File: src/core/mrt_pkg.sv
// package for the multimode reload/capture timer
// Function
// - pwm counts down per cycle; first underflow reloads a, then b, a alternately
// - pwm toggle variant inverts pin a each underflow; other variant leaves it
// - pwm underflow sets pending a or b by reload source; software clears
// - pwm interrupt a or b when its enable set and matching reload occurs
// - event mode decrements on selected pin a edge; underflow sets pending a
// - event mode latches pin b rising edge into pending b, interrupt if enabled
// - event mode drives no pwm waveform on pin a
// - capture mode free runs; pin edge copies count into register a or b
// - mode bits: 101/100 pwm, 000/001 event, 010/110/011/111 capture edge select
// - capture mode pin a/b trigger sets pending a/b; interrupts by enables
// - capture underflow latches into run/stop bit, interrupts via enable a
// - run/stop bit gates counting in pwm and event modes
// - 16-bit timer with two 16-bit reload/capture registers
// - timer and both registers hold no reset value until written
package mrt_pkg;
    localparam logic [3:0] ADDR_CTRL = 4'h0;
    localparam logic [3:0] ADDR_TIMER = 4'h4;
    localparam logic [3:0] ADDR_REG_A = 4'h8;
    localparam logic [3:0] ADDR_REG_B = 4'hc;
    // ctrl field positions
    localparam int RUN_BIT = 0;
    localparam int MODE_LSB = 1;
    localparam int PEND_A_BIT = 4;
    localparam int PEND_B_BIT = 5;
    localparam int EN_A_BIT = 6;
    localparam int EN_B_BIT = 7;
    localparam logic [15:0] ONES16 = 16'hffff;
    localparam logic [1:0] RESP_OKAY = 2'h0;
    localparam logic [1:0] RESP_SLVERR = 2'h2;

    typedef struct packed {
        logic mode_select_bit2;
        logic mode_select_bit1;
        logic mode_select_bit0;
        logic run_stop_or_underflow_pending;
        logic pending_flag_a;
        logic pending_flag_b;
        logic irq_enable_a;
        logic irq_enable_b;
    } mrt_ctrl_type;

    typedef struct packed {
        logic timer_pin_a;
        logic timer_pin_b;
    } mrt_pins_type;

    typedef struct packed {
        mrt_ctrl_type ctrl;
        logic [15:0] general_timer;
        logic [15:0] reload_capture_reg_a;
        logic [15:0] reload_capture_reg_b;
        logic next_from_b;
        logic pin_a_out;
        logic [1:0] sync_a;
        logic [1:0] sync_b;
        logic last_a;
        logic last_b;
        logic aw_full;
        logic [3:0] aw_addr;
        logic w_full;
        logic [31:0] w_data;
        logic [3:0] w_strb;
        logic bvalid;
        logic [1:0] bresp;
        logic rvalid;
        logic [31:0] rdata;
        logic [1:0] rresp;
    } mrt_state_type;
endpackage

File: src/core/mrt_timer.sv
// multimode reload/capture timer with axi4-lite register slave
`timescale 1ns/100ps
module mrt_timer import mrt_pkg::*; (
    input wire logic aclk,
    input wire logic aresetn,
    input wire logic clk_en,
    input wire logic [3:0] s_axi_awaddr,
    input wire logic s_axi_awvalid,
    output logic s_axi_awready,
    input wire logic [31:0] s_axi_wdata,
    input wire logic [3:0] s_axi_wstrb,
    input wire logic s_axi_wvalid,
    output logic s_axi_wready,
    output logic [1:0] s_axi_bresp,
    output logic s_axi_bvalid,
    input wire logic s_axi_bready,
    input wire logic [3:0] s_axi_araddr,
    input wire logic s_axi_arvalid,
    output logic s_axi_arready,
    output logic [31:0] s_axi_rdata,
    output logic [1:0] s_axi_rresp,
    output logic s_axi_rvalid,
    input wire logic s_axi_rready,
    input wire mrt_pins_type pins_in,
    output logic timer_pin_a_out,
    output logic timer_pin_a_oe,
    output logic irq
);
    mrt_state_type s_reg, s_next;

    // mode decode shared by datapath and output logic
    function automatic logic [1:0] mode_of(input mrt_ctrl_type c);
        if (c.mode_select_bit2 && !c.mode_select_bit1) mode_of = 2'd1;
        else if (!c.mode_select_bit2 && !c.mode_select_bit1) mode_of = 2'd2;
        else mode_of = 2'd3;
    endfunction

    function automatic logic [7:0] ctrl_bits(input mrt_ctrl_type c);
        ctrl_bits = 8'h00;
        ctrl_bits[RUN_BIT] = c.run_stop_or_underflow_pending;
        ctrl_bits[MODE_LSB] = c.mode_select_bit0;
        ctrl_bits[MODE_LSB+1] = c.mode_select_bit1;
        ctrl_bits[MODE_LSB+2] = c.mode_select_bit2;
        ctrl_bits[PEND_A_BIT] = c.pending_flag_a;
        ctrl_bits[PEND_B_BIT] = c.pending_flag_b;
        ctrl_bits[EN_A_BIT] = c.irq_enable_a;
        ctrl_bits[EN_B_BIT] = c.irq_enable_b;
    endfunction

    function automatic logic [15:0] merge16(input logic [15:0] old, input logic [31:0] d, input logic [3:0] st);
        merge16 = {st[1] ? d[15:8] : old[15:8], st[0] ? d[7:0] : old[7:0]};
    endfunction

    logic [1:0] mode;
    logic a_rise, a_fall, b_rise, b_fall, a_edge_sel, b_edge_sel;
    logic tick, underflow, set_a, set_b, set_run, wr_go, rd_go;
    logic [7:0] cb;

    assign mode = mode_of(s_reg.ctrl);
    // edges seen only on the second synchroniser stage
    assign a_rise = s_reg.sync_a[1] && !s_reg.last_a;
    assign a_fall = !s_reg.sync_a[1] && s_reg.last_a;
    assign b_rise = s_reg.sync_b[1] && !s_reg.last_b;
    assign b_fall = !s_reg.sync_b[1] && s_reg.last_b;
    assign a_edge_sel = s_reg.ctrl.mode_select_bit0 ? a_fall : a_rise;
    assign b_edge_sel = (s_reg.ctrl.mode_select_bit2 || s_reg.ctrl.mode_select_bit0) ? b_fall : b_rise;
    assign wr_go = s_reg.aw_full && s_reg.w_full && !s_reg.bvalid;
    assign rd_go = s_axi_arvalid && !s_reg.rvalid;

    always_comb begin
        s_next = s_reg;
        tick = 1'b0;
        set_a = 1'b0;
        set_b = 1'b0;
        set_run = 1'b0;
        cb = 8'h00;
        s_next.sync_a = {s_reg.sync_a[0], pins_in.timer_pin_a};
        s_next.sync_b = {s_reg.sync_b[0], pins_in.timer_pin_b};
        s_next.last_a = s_reg.sync_a[1];
        s_next.last_b = s_reg.sync_b[1];
        case (mode)
            2'd1: tick = s_reg.ctrl.run_stop_or_underflow_pending;
            2'd2: tick = s_reg.ctrl.run_stop_or_underflow_pending && a_edge_sel;
            2'd3: tick = 1'b1;
            default: tick = 1'b0;
        endcase
        underflow = tick && (s_reg.general_timer == 16'h0000);
        if (tick) begin
            s_next.general_timer = s_reg.general_timer - 16'h0001;
        end
        case (mode)
            2'd1: begin
                if (underflow) begin
                    s_next.general_timer = s_reg.next_from_b ? s_reg.reload_capture_reg_b : s_reg.reload_capture_reg_a;
                    s_next.next_from_b = !s_reg.next_from_b;
                    set_a = !s_reg.next_from_b;
                    set_b = s_reg.next_from_b;
                    if (s_reg.ctrl.mode_select_bit0) begin
                        s_next.pin_a_out = !s_reg.pin_a_out;
                    end
                end
            end
            2'd2: begin
                set_a = underflow;
                set_b = b_rise;
                s_next.next_from_b = 1'b0;
            end
            2'd3: begin
                set_run = underflow;
                if (a_edge_sel) begin
                    s_next.reload_capture_reg_a = s_reg.general_timer;
                    set_a = 1'b1;
                end
                if (b_edge_sel) begin
                    s_next.reload_capture_reg_b = s_reg.general_timer;
                    set_b = 1'b1;
                end
                s_next.next_from_b = 1'b0;
            end
            default: s_next.next_from_b = 1'b0;
        endcase
        // axi write channel capture
        if (s_axi_awvalid && !s_reg.aw_full) begin
            s_next.aw_full = 1'b1;
            s_next.aw_addr = s_axi_awaddr;
        end
        if (s_axi_wvalid && !s_reg.w_full) begin
            s_next.w_full = 1'b1;
            s_next.w_data = s_axi_wdata;
            s_next.w_strb = s_axi_wstrb;
        end
        if (wr_go) begin
            s_next.aw_full = 1'b0;
            s_next.w_full = 1'b0;
            s_next.bvalid = 1'b1;
            s_next.bresp = RESP_OKAY;
            case (s_reg.aw_addr)
                ADDR_CTRL: if (s_reg.w_strb[0]) begin
                    s_next.ctrl.run_stop_or_underflow_pending = s_reg.w_data[RUN_BIT];
                    s_next.ctrl.mode_select_bit0 = s_reg.w_data[MODE_LSB];
                    s_next.ctrl.mode_select_bit1 = s_reg.w_data[MODE_LSB+1];
                    s_next.ctrl.mode_select_bit2 = s_reg.w_data[MODE_LSB+2];
                    s_next.ctrl.pending_flag_a = s_reg.w_data[PEND_A_BIT];
                    s_next.ctrl.pending_flag_b = s_reg.w_data[PEND_B_BIT];
                    s_next.ctrl.irq_enable_a = s_reg.w_data[EN_A_BIT];
                    s_next.ctrl.irq_enable_b = s_reg.w_data[EN_B_BIT];
                    // a control write with byte 0 strobed restarts the pwm alternation at register a
                    s_next.next_from_b = 1'b0;
                end
                ADDR_TIMER: s_next.general_timer = merge16(s_next.general_timer, s_reg.w_data, s_reg.w_strb);
                ADDR_REG_A: s_next.reload_capture_reg_a = merge16(s_next.reload_capture_reg_a, s_reg.w_data, s_reg.w_strb);
                ADDR_REG_B: s_next.reload_capture_reg_b = merge16(s_next.reload_capture_reg_b, s_reg.w_data, s_reg.w_strb);
                default: s_next.bresp = RESP_SLVERR;
            endcase
        end
        if (s_reg.bvalid && s_axi_bready) begin
            s_next.bvalid = 1'b0;
        end
        // hardware set wins over a software clear in the same cycle
        if (set_a) s_next.ctrl.pending_flag_a = 1'b1;
        if (set_b) s_next.ctrl.pending_flag_b = 1'b1;
        if (set_run) s_next.ctrl.run_stop_or_underflow_pending = 1'b1;
        // read channel
        if (rd_go) begin
            s_next.rvalid = 1'b1;
            s_next.rresp = RESP_OKAY;
            cb = ctrl_bits(s_reg.ctrl);
            case (s_axi_araddr)
                ADDR_CTRL: s_next.rdata = {24'h00_0000, cb};
                ADDR_TIMER: s_next.rdata = {16'h0000, s_reg.general_timer};
                ADDR_REG_A: s_next.rdata = {16'h0000, s_reg.reload_capture_reg_a};
                ADDR_REG_B: s_next.rdata = {16'h0000, s_reg.reload_capture_reg_b};
                default: begin
                    s_next.rdata = 32'h0000_0000;
                    s_next.rresp = RESP_SLVERR;
                end
            endcase
        end else if (s_reg.rvalid && s_axi_rready) begin
            s_next.rvalid = 1'b0;
        end
    end

    always_ff @(posedge aclk) begin
        if (!aresetn) begin
            // counter and companions keep their contents
            s_reg.ctrl <= '0;
            s_reg.next_from_b <= 1'b0;
            s_reg.pin_a_out <= 1'b0;
            s_reg.sync_a <= 2'b00;
            s_reg.sync_b <= 2'b00;
            s_reg.last_a <= 1'b0;
            s_reg.last_b <= 1'b0;
            s_reg.aw_full <= 1'b0;
            s_reg.aw_addr <= 4'h0;
            s_reg.w_full <= 1'b0;
            s_reg.w_data <= 32'h0000_0000;
            s_reg.w_strb <= 4'h0;
            s_reg.bvalid <= 1'b0;
            s_reg.bresp <= RESP_OKAY;
            s_reg.rvalid <= 1'b0;
            s_reg.rdata <= 32'h0000_0000;
            s_reg.rresp <= RESP_OKAY;
        end else if (clk_en) begin
            s_reg <= s_next;
        end
    end

    assign s_axi_awready = !s_reg.aw_full;
    assign s_axi_wready = !s_reg.w_full;
    assign s_axi_bvalid = s_reg.bvalid;
    assign s_axi_bresp = s_reg.bresp;
    assign s_axi_arready = !s_reg.rvalid;
    assign s_axi_rvalid = s_reg.rvalid;
    assign s_axi_rdata = s_reg.rdata;
    assign s_axi_rresp = s_reg.rresp;
    assign timer_pin_a_out = s_reg.pin_a_out;
    // pin a is only driven in pwm mode
    assign timer_pin_a_oe = (mode == 2'd1);
    assign irq = (s_reg.ctrl.irq_enable_a && (s_reg.ctrl.pending_flag_a
                 || (mode == 2'd3 && s_reg.ctrl.run_stop_or_underflow_pending)))
                 || (s_reg.ctrl.irq_enable_b && s_reg.ctrl.pending_flag_b);

    a_pwm_toggle: assert property (@(posedge aclk) disable iff (!aresetn)
        clk_en && mode == 2'd1 && underflow && s_reg.ctrl.mode_select_bit0 |=> timer_pin_a_out != $past(timer_pin_a_out))
        else $error("pin a did not toggle");
    a_pwm_reload: assert property (@(posedge aclk) disable iff (!aresetn)
        clk_en && mode == 2'd1 && underflow && !s_reg.next_from_b && !wr_go
        |=> s_reg.general_timer == $past(s_reg.reload_capture_reg_a) && s_reg.next_from_b)
        else $error("reload a missing");
    a_pend_set: assert property (@(posedge aclk) disable iff (!aresetn)
        clk_en && set_a |=> s_reg.ctrl.pending_flag_a)
        else $error("pending a not set");
    a_event_nodrive: assert property (@(posedge aclk) disable iff (!aresetn)
        mode == 2'd2 |-> !timer_pin_a_oe)
        else $error("pin a driven in event mode");
    a_capture_a: assert property (@(posedge aclk) disable iff (!aresetn)
        clk_en && mode == 2'd3 && a_edge_sel && !wr_go |=> s_reg.reload_capture_reg_a == $past(s_reg.general_timer))
        else $error("capture a wrong");
    a_capture_wrap: assert property (@(posedge aclk) disable iff (!aresetn)
        clk_en && mode == 2'd3 && underflow && !wr_go |=> s_reg.general_timer == ONES16 && s_reg.ctrl.run_stop_or_underflow_pending)
        else $error("no wrap");
    a_run_gate: assert property (@(posedge aclk) disable iff (!aresetn)
        clk_en && mode != 2'd3 && !s_reg.ctrl.run_stop_or_underflow_pending && !wr_go
        |=> s_reg.general_timer === $past(s_reg.general_timer))
        else $error("timer moved while stopped");
    a_event_b: assert property (@(posedge aclk) disable iff (!aresetn)
        clk_en && mode == 2'd2 && b_rise |=> s_reg.ctrl.pending_flag_b ##0 (irq || !s_reg.ctrl.irq_enable_b))
        else $error("pin b edge lost");
endmodule

File: config.mk
export PLATFORM = sky130hd
export DESIGN_NAME = mrt_timer
export DESIGN_NICKNAME = d
export VERILOG_FILES = /design/src/core/mrt_pkg.sv /design/src/core/mrt_timer.sv
export SDC_FILE = /design/constraint.sdc
export NUM_CORES = 1
export LEC_CHECK = 0
export BUFFER_PORTS_ARGS = -buffer_cell sky130_fd_sc_hd__clkbuf_2
export CAP_MARGIN = 20
export CORE_ASPECT_RATIO = 1.5
export CORE_MARGIN = 8
export CORE_UTILIZATION = 52
export DETAILED_ROUTE_END_ITERATION = 12
export PLACE_DENSITY = 0.83
export SETUP_SLACK_MARGIN = 0.02
export SLEW_MARGIN = 20
export SYNTH_ARGS = -nofsm -noshare
export SYNTH_HDL_FRONTEND = slang
export SYNTH_SLANG_ARGS = --single-unit
File: constraint.sdc
create_clock -name aclk -period 2.6 [get_ports aclk]
set_clock_uncertainty 0.1 [all_clocks]
set_input_delay 0.39 -clock aclk [delete_from_list [all_inputs] [get_ports aclk]]
set_output_delay 0.39 -clock aclk [all_outputs]
set_load 0.1 [all_outputs]
==> results of run 1 <==
[critical path: stages (launching register included)]
cell and delay, ns:
edfxtp_1 0.53, nor4_4 0.38, nand4_2 0.23, or3_4 0.52
a211oi_1 0.28, o41ai_1 0.12
[metal layers]
metal,track usage,up-vias
met5,0,-
met4,0.120,0
met3,0.0381,52
met2,0.367,251
met1,0.216,2417
li1,-,2418
[layout by cell type (no fill, tap or decap), drive strengths merged, types with 2 or more instances in the layout]
master,instances
nand2,95
clkbuf,73
dfxtp,60
mux2i,55
edfxtp,48
a21oi,41
buf,33
o21ai,31
nor2,30
a21boi,26
nor2b,18
conb,18
nand3,15
o22ai,14
a22oi,14
and2,13
a31oi,11
inv,10
a222oi,9
nor4,8
xnor2,7
nor4b,6
and3,5
nor3,5
xor2,5
a211oi,4
nand3b,4
ha,4
or3,4
mux2,3
nand2b,3
nand4,3
o211ai,2
and4,2
nor3b,2
a22o,2
bufinv,2
or2,2
nor4bb,2
[power breakdown]
group          internal [mW]  switching (mW)  total [mW]
registers               1.83          0.0598        1.89
clock network          0.935           0.619        1.55
logic                  0.115           0.308       0.423
[cells by family after synthesis]
| kind of cell | count (synthesis) |
|---|---|
| adder cells (fa/ha/maj) | 4 |
| multiplexers | 58 |
| buffers and inverters | 92 |
| AO/OA/AOI/OAI | 163 |
| AND/OR/NAND/NOR | 223 |
| XOR/XNOR | 12 |
| other | 1 |
| flip-flops | 108 |
[area by class of cell]
| class | count | share of cell area |
|---|---|---|
| Clock buffer | 12 | 0.0392 |
| Multi-Input combinational cell | 478 | 0.448 |
| Inverter | 9 | 0.00494 |
| Tap cell | 150 | 0.0275 |
| Sequential cell | 108 | 0.387 |
| Timing Repair Buffer | 94 | 0.0828 |
| Clock inverter | 4 | 0.0114 |
[repair_timing]
action                     4_1_cts  5_1_grt
buffers inserted                 0        2
setup endpoints to repair        0        2
hold buffers                     0        0
resized for setup                0        2
[worst paths after layout]
check	startpoint	slack [ns]	cells past startpoint	endpoint
hold / removal	s_axi_wdata[7]	0.17	3	s_reg[49]
setup / recovery	s_reg[124]	0.17	5	s_reg[131]
setup reg to reg	s_reg[124]	0.17	5	s_reg[131]
hold reg to reg	s_reg[55]	0.41	2	s_reg[55]
[per-stage QoR]
stage,utilization,instances
2_1_floorplan,-,678
5_1_grt,0.593,855
4_1_cts,0.590,853
3_3_place_gp,0.560,837
6_report,0.593,855
3_5_place_dp,0.560,837
==> impl_metrics.csv, run 1 <==
group,metric,value,unit
status,status,"finished clean",
cells_and_area,area_growth,11.1,%
sta,timing.hold.ws,0.173,ns
cells_and_area,antennaDiodeCount,0,
cells_and_area,multiInputGateArea,0.00306,mm²
cells_and_area,fill_cells,989,
min_path,hp-class,"input pin to flop",
cts,cts.path.max_buffers,2,
synth,netlist_top_cells_count,"nand2_1, dfxtp_1, mux2i_1",
sta,hold_viol,0,
synth,postSynthCellCount,661,
sta,worstMarginPinSlew,0.681,ns
cts,worstSkewPairLatency,0.35,ns
floorplanning,die-height,149,µm
drt,vias,5138,
floorplanning,io_pins,98,
run,cap_viol_max_count,0,
cells_and_area,seqCellArea,0.00264,mm²
drt,dr.pass1.iters,6,
global_routing,grt_util_all_layers,0.204,
synth,synthArstFlopShare,0,
drt,wl_met3,1090,µm
synth,synth_compound_area_frac,0.171,
placement,portBuffers,61,
floorplanning,initial_core_util,0.534,
synth,synth_edf_count,48,
power_and_ir_drop,powerDensity,566,mW/mm²
cells_and_area,num-nets-final,758,
sta,fin_ws,0.168,ns
synth,synthAdderAreaFrac,0.00814,
synth,synth_top_family_by_area,"simple AND/OR/NAND/NOR gates",
placement,placed_cell_area,0.00646,mm²
cts,numCtsBuffers,9,
drt,top_layer_used,"met4",
sta,clock.fmax,411,MHz
floorplanning,die_area,0.0156,mm²
setup_path,critPathLaunchType,"flop",
sta,finalSetupViolations,0,
cts,cts_root_buf,"clkbuf_16",
setup_path,crit_fanout,21,
synth,yosysTopAreaCell,"edfxtp_1",
cts,clk_pin_slew,0.07,ns
sta,relSlewSlack,0.544,
setup_path,crit_arrival,2.42,ns
sta,tns,0,ns
synth,synth.area.mux_share,0.0950,
setup_path,cp.required,2.59,ns
global_routing,grt_pass1_wl,25700,µm
drt,drtAntennaViolNets,0,
power_and_ir_drop,p_leak,2.76,nW
synth,synth.distinct_cells,65,
synth,synth-xor-area-share,0.0171,
setup_path,criticalPathCategory,"flop to flop",
floorplanning,die_w,105,µm
drt,wl_per_cell,19.1,µm
synth,ys_warn_count,0,
placement,gp_congestion,0.928,
sta,maxSlewViolCount,0,
synth,synth.most_common_cell,"nand2_1",
placement,place_ws,0.159,ns
cells_and_area,largest_register_ffs,83,
synth,avgSynthCellArea,9.31,µm²
sta,grt_setup_unrepaired,"no",
sta,finalCriticalPeriod,2.43,ns
synth,synth_seq_cells,108,
setup_path,end_kind,"flop",
cts,cts_tree,"done",
synth,syn_area,0.00615,mm²
drt,wl_met2,8450,µm
global_routing,gr-total-overflow,0,
floorplanning,rows,48,
placement,dpl.hpwl,11600,µm
drt,drtIter0Drc,497,
global_routing,grt_max_degree,49,
cts,cts.sinks,108,
global_routing,grt_antenna_before_repair,0,
drt,wl_met1,6080,µm
drt,route.detailed.drc,0,
synth,synth_top_area_frac,0.234,
power_and_ir_drop,p_total,3.87,mW
floorplanning,coreArea,0.0115,mm²
sta,finalCritPeriodShare,0.935,
synth,yosys.area_share.simple,0.192,
global_routing,grt_pass1_vias,5135,
power_and_ir_drop,irDropWorstVdd,0.419,mV
cells_and_area,final_area,0.00683,mm²
synth,synthTopCellsByArea,"edfxtp_1, dfxtp_1, mux2i_1",
synth,yosysSeqAreaShare,0.430,
drt,wl,16300,µm
cells_and_area,drive_above_1_share,0.183,
synth,synth_ff_type,"dfxtp_1",
cts,cts_max_level,3,
drt,vias_per_cell,6.01,
Note: power is estimated with default switching activity, not from simulation.
==> run 2: changes to the inputs <==
CORE_MARGIN = 4   (was 8)
==> run 2 against run 1 <==
Sequential share of layout area grew 0.22 points. Largest power group unchanged. Global-route usage increased by 2.8 points. Largest cell class unchanged. First-iteration DRC count rose by 25%.
==> impl_metrics.csv, run 2 (synthesized netlist as in run 1, its figures left out) <==
group,metric,value,unit
global_routing,grt_pass1_wl,25500,µm
power_and_ir_drop,irDropWorstVdd,0.410,mV
cts,clk_pin_slew,0.07,ns
cts,worstSkewPairLatency,0.35,ns
sta,finalSetupViolations,0,
cells_and_area,final_cell_mix,"nand2_1, clkbuf_2, dfxtp_1",
setup_path,reg2reg_slack,0.20,ns
power_and_ir_drop,powerDensity,554,mW/mm²
sta,hold_viol,0,
placement,gp_congestion,0.948,
cells_and_area,stdcell_count,854,
cells_and_area,num-nets-final,757,
floorplanning,coreArea,0.0115,mm²
sta,clock.fmax,417,MHz
sta,grt_setup_unrepaired,"no",
cells_and_area,final_area,0.00680,mm²
cells_and_area,antennaDiodeCount,0,
global_routing,use_met1,0.251,
cts,numCtsBuffers,9,
sta,finalCriticalPeriod,2.40,ns
drt,vias_per_cell,6.08,
setup_path,r2r_cells,5,
cts,cts.sinks,108,
placement,portBuffers,61,
global_routing,grt_pass1_vias,5182,
setup_path,criticalPathCategory,"flop to flop",
placement,dp_cells,838,
floorplanning,die_area,0.0137,mm²
cells_and_area,drive_above_1_share,0.183,
setup_path,crit_fanout,21,
cells_and_area,fill_cells,1001,
min_path,hp-class,"input pin to flop",
global_routing,grt_max_degree,49,
cts,cts_tree,"done",
drt,wl,16000,µm
global_routing,grt_util_all_layers,0.231,
setup_path,r2r-end,"s_reg[131]",
global_routing,gr-total-overflow,0,
cells_and_area,largest_register_ffs,83,
cells_and_area,area_growth,10.5,%
floorplanning,die-height,141,µm
cts,cts.path.max_buffers,2,
drt,vias,5190,
global_routing,busiest_layer,"met2",
status,status,"finished clean",
cells_and_area,fin_util,0.589,
sta,worstMarginPinSlew,0.761,ns
placement,place_ws,0.199,ns
floorplanning,rows,48,
cts,cts_max_level,3,
drt,drtIter0Drc,623,
global_routing,grt_use_met2,0.421,
placement,placed_cell_area,0.00647,mm²
drt,route.detailed.drc,0,
sta,finalCritPeriodShare,0.923,
power_and_ir_drop,p_leak,2.74,nW
setup_path,crit_arrival,2.40,ns
floorplanning,initial_core_util,0.534,
sta,fin_ws,0.200,ns
global_routing,grt_use_met3,0.0465,
sta,relSlewSlack,0.485,
floorplanning,die_w,96.8,µm
setup_path,worstReg2RegStart,"s_reg[128]",
sta,maxSlewViolCount,0,
drt,dr.pass1.iters,6,
min_path,hold_start,"s_axi_wdata[0]",
placement,dpl.hpwl,11300,µm
cells_and_area,final_common_cell,"nand2_1",
run,cap_viol_max_count,0,
floorplanning,io_pins,98,
cts,cts_root_buf,"clkbuf_16",
setup_path,cp.required,2.60,ns
drt,drtAntennaViolNets,0,
global_routing,grt_antenna_before_repair,0,
setup_path,end_kind,"flop",
sta,tns,0,ns
setup_path,critPathLaunchType,"flop",
min_path,hold_depth,3,
drt,wl_per_cell,18.8,µm
min_path,min_to,"s_reg[42]",
run 2: cell types whose count changed in the layout (fill, tap and decap cells not counted), sizes merged:
cell	change
buf	-1
bufinv	-1
clkbuf	-1
clkinv	+1
clkinvlp	+1
run 2: timing repair:
| action | 4_1_cts | 5_1_grt |
|---|---|---|
| endpoints found under the setup margin | 0 | 8 |
| resized for setup | 0 | 1 |
| hold buffers | 0 | 0 |
| setup buffers | 0 | 0 |
run 2: stage by stage:
stage | total power, mW | hold slack, ns
CTS | 3.78 | 0.159
detailed placement | 2.34 | 0.372
floorplan | 2.26 | 0.336
global placement | 2.33 | 0.369
finish | 3.76 | 0.170
global route | 3.88 | 0.185
run 2: power breakdown:
| part | total (mW) | leakage [nW] | internal [mW] | switching, mW |
|---|---|---|---|---|
| Sequential | 1.89 | 0.938 | 1.83 | 0.0601 |
| Combinational | 0.421 | 1.64 | 0.113 | 0.308 |
| Clock | 1.45 | 0.157 | 0.832 | 0.620 |
| Total | 3.76 | 2.74 | 2.77 | 0.988 |
run 2: critical path, stage by stage (launching register included):
cell and delay, ns:
edfxtp_1 0.52, nor4_4 0.34, nand2b_1 0.25, or3_4 0.56, a211oi_1 0.26, o41ai_1 0.11
run 2: cell type report:
type / instances / area, µm² / share of cell area
clock inverter: 5 / 56.3 / 0.00829
tap: 150 / 188 / 0.0276
clock buffer: 11 / 264 / 0.0389
timing repair buffer: 93 / 558 / 0.0821
multi-input combinational: 478 / 3050 / 0.449
sequential: 108 / 2640 / 0.389
inverter: 9 / 33.8 / 0.00497
run 2: worst max-delay path by stage:
stage / from / depth (start not counted) / to / slack [ns]
final: s_reg[128] / 5 / s_reg[131] / 0.20
after global routing: s_reg[128] / 5 / s_reg[131] / 0.04
after CTS: s_reg[120] / 8 / s_reg[128] / 0.18
after detailed placement: s_reg[121] / 8 / s_reg[128] / 0.20
after global placement: s_reg[121] / 8 / s_reg[129] / 0.31
after floorplan: clk_en / 3 / s_reg[100] / 0.09
run 2: routing by layer:
layer	wire length, µm	vias to the layer above
li1	-	2413
met1	5910	2448
met2	8340	281
met3	1160	48
met4	625	0
met5	0	-
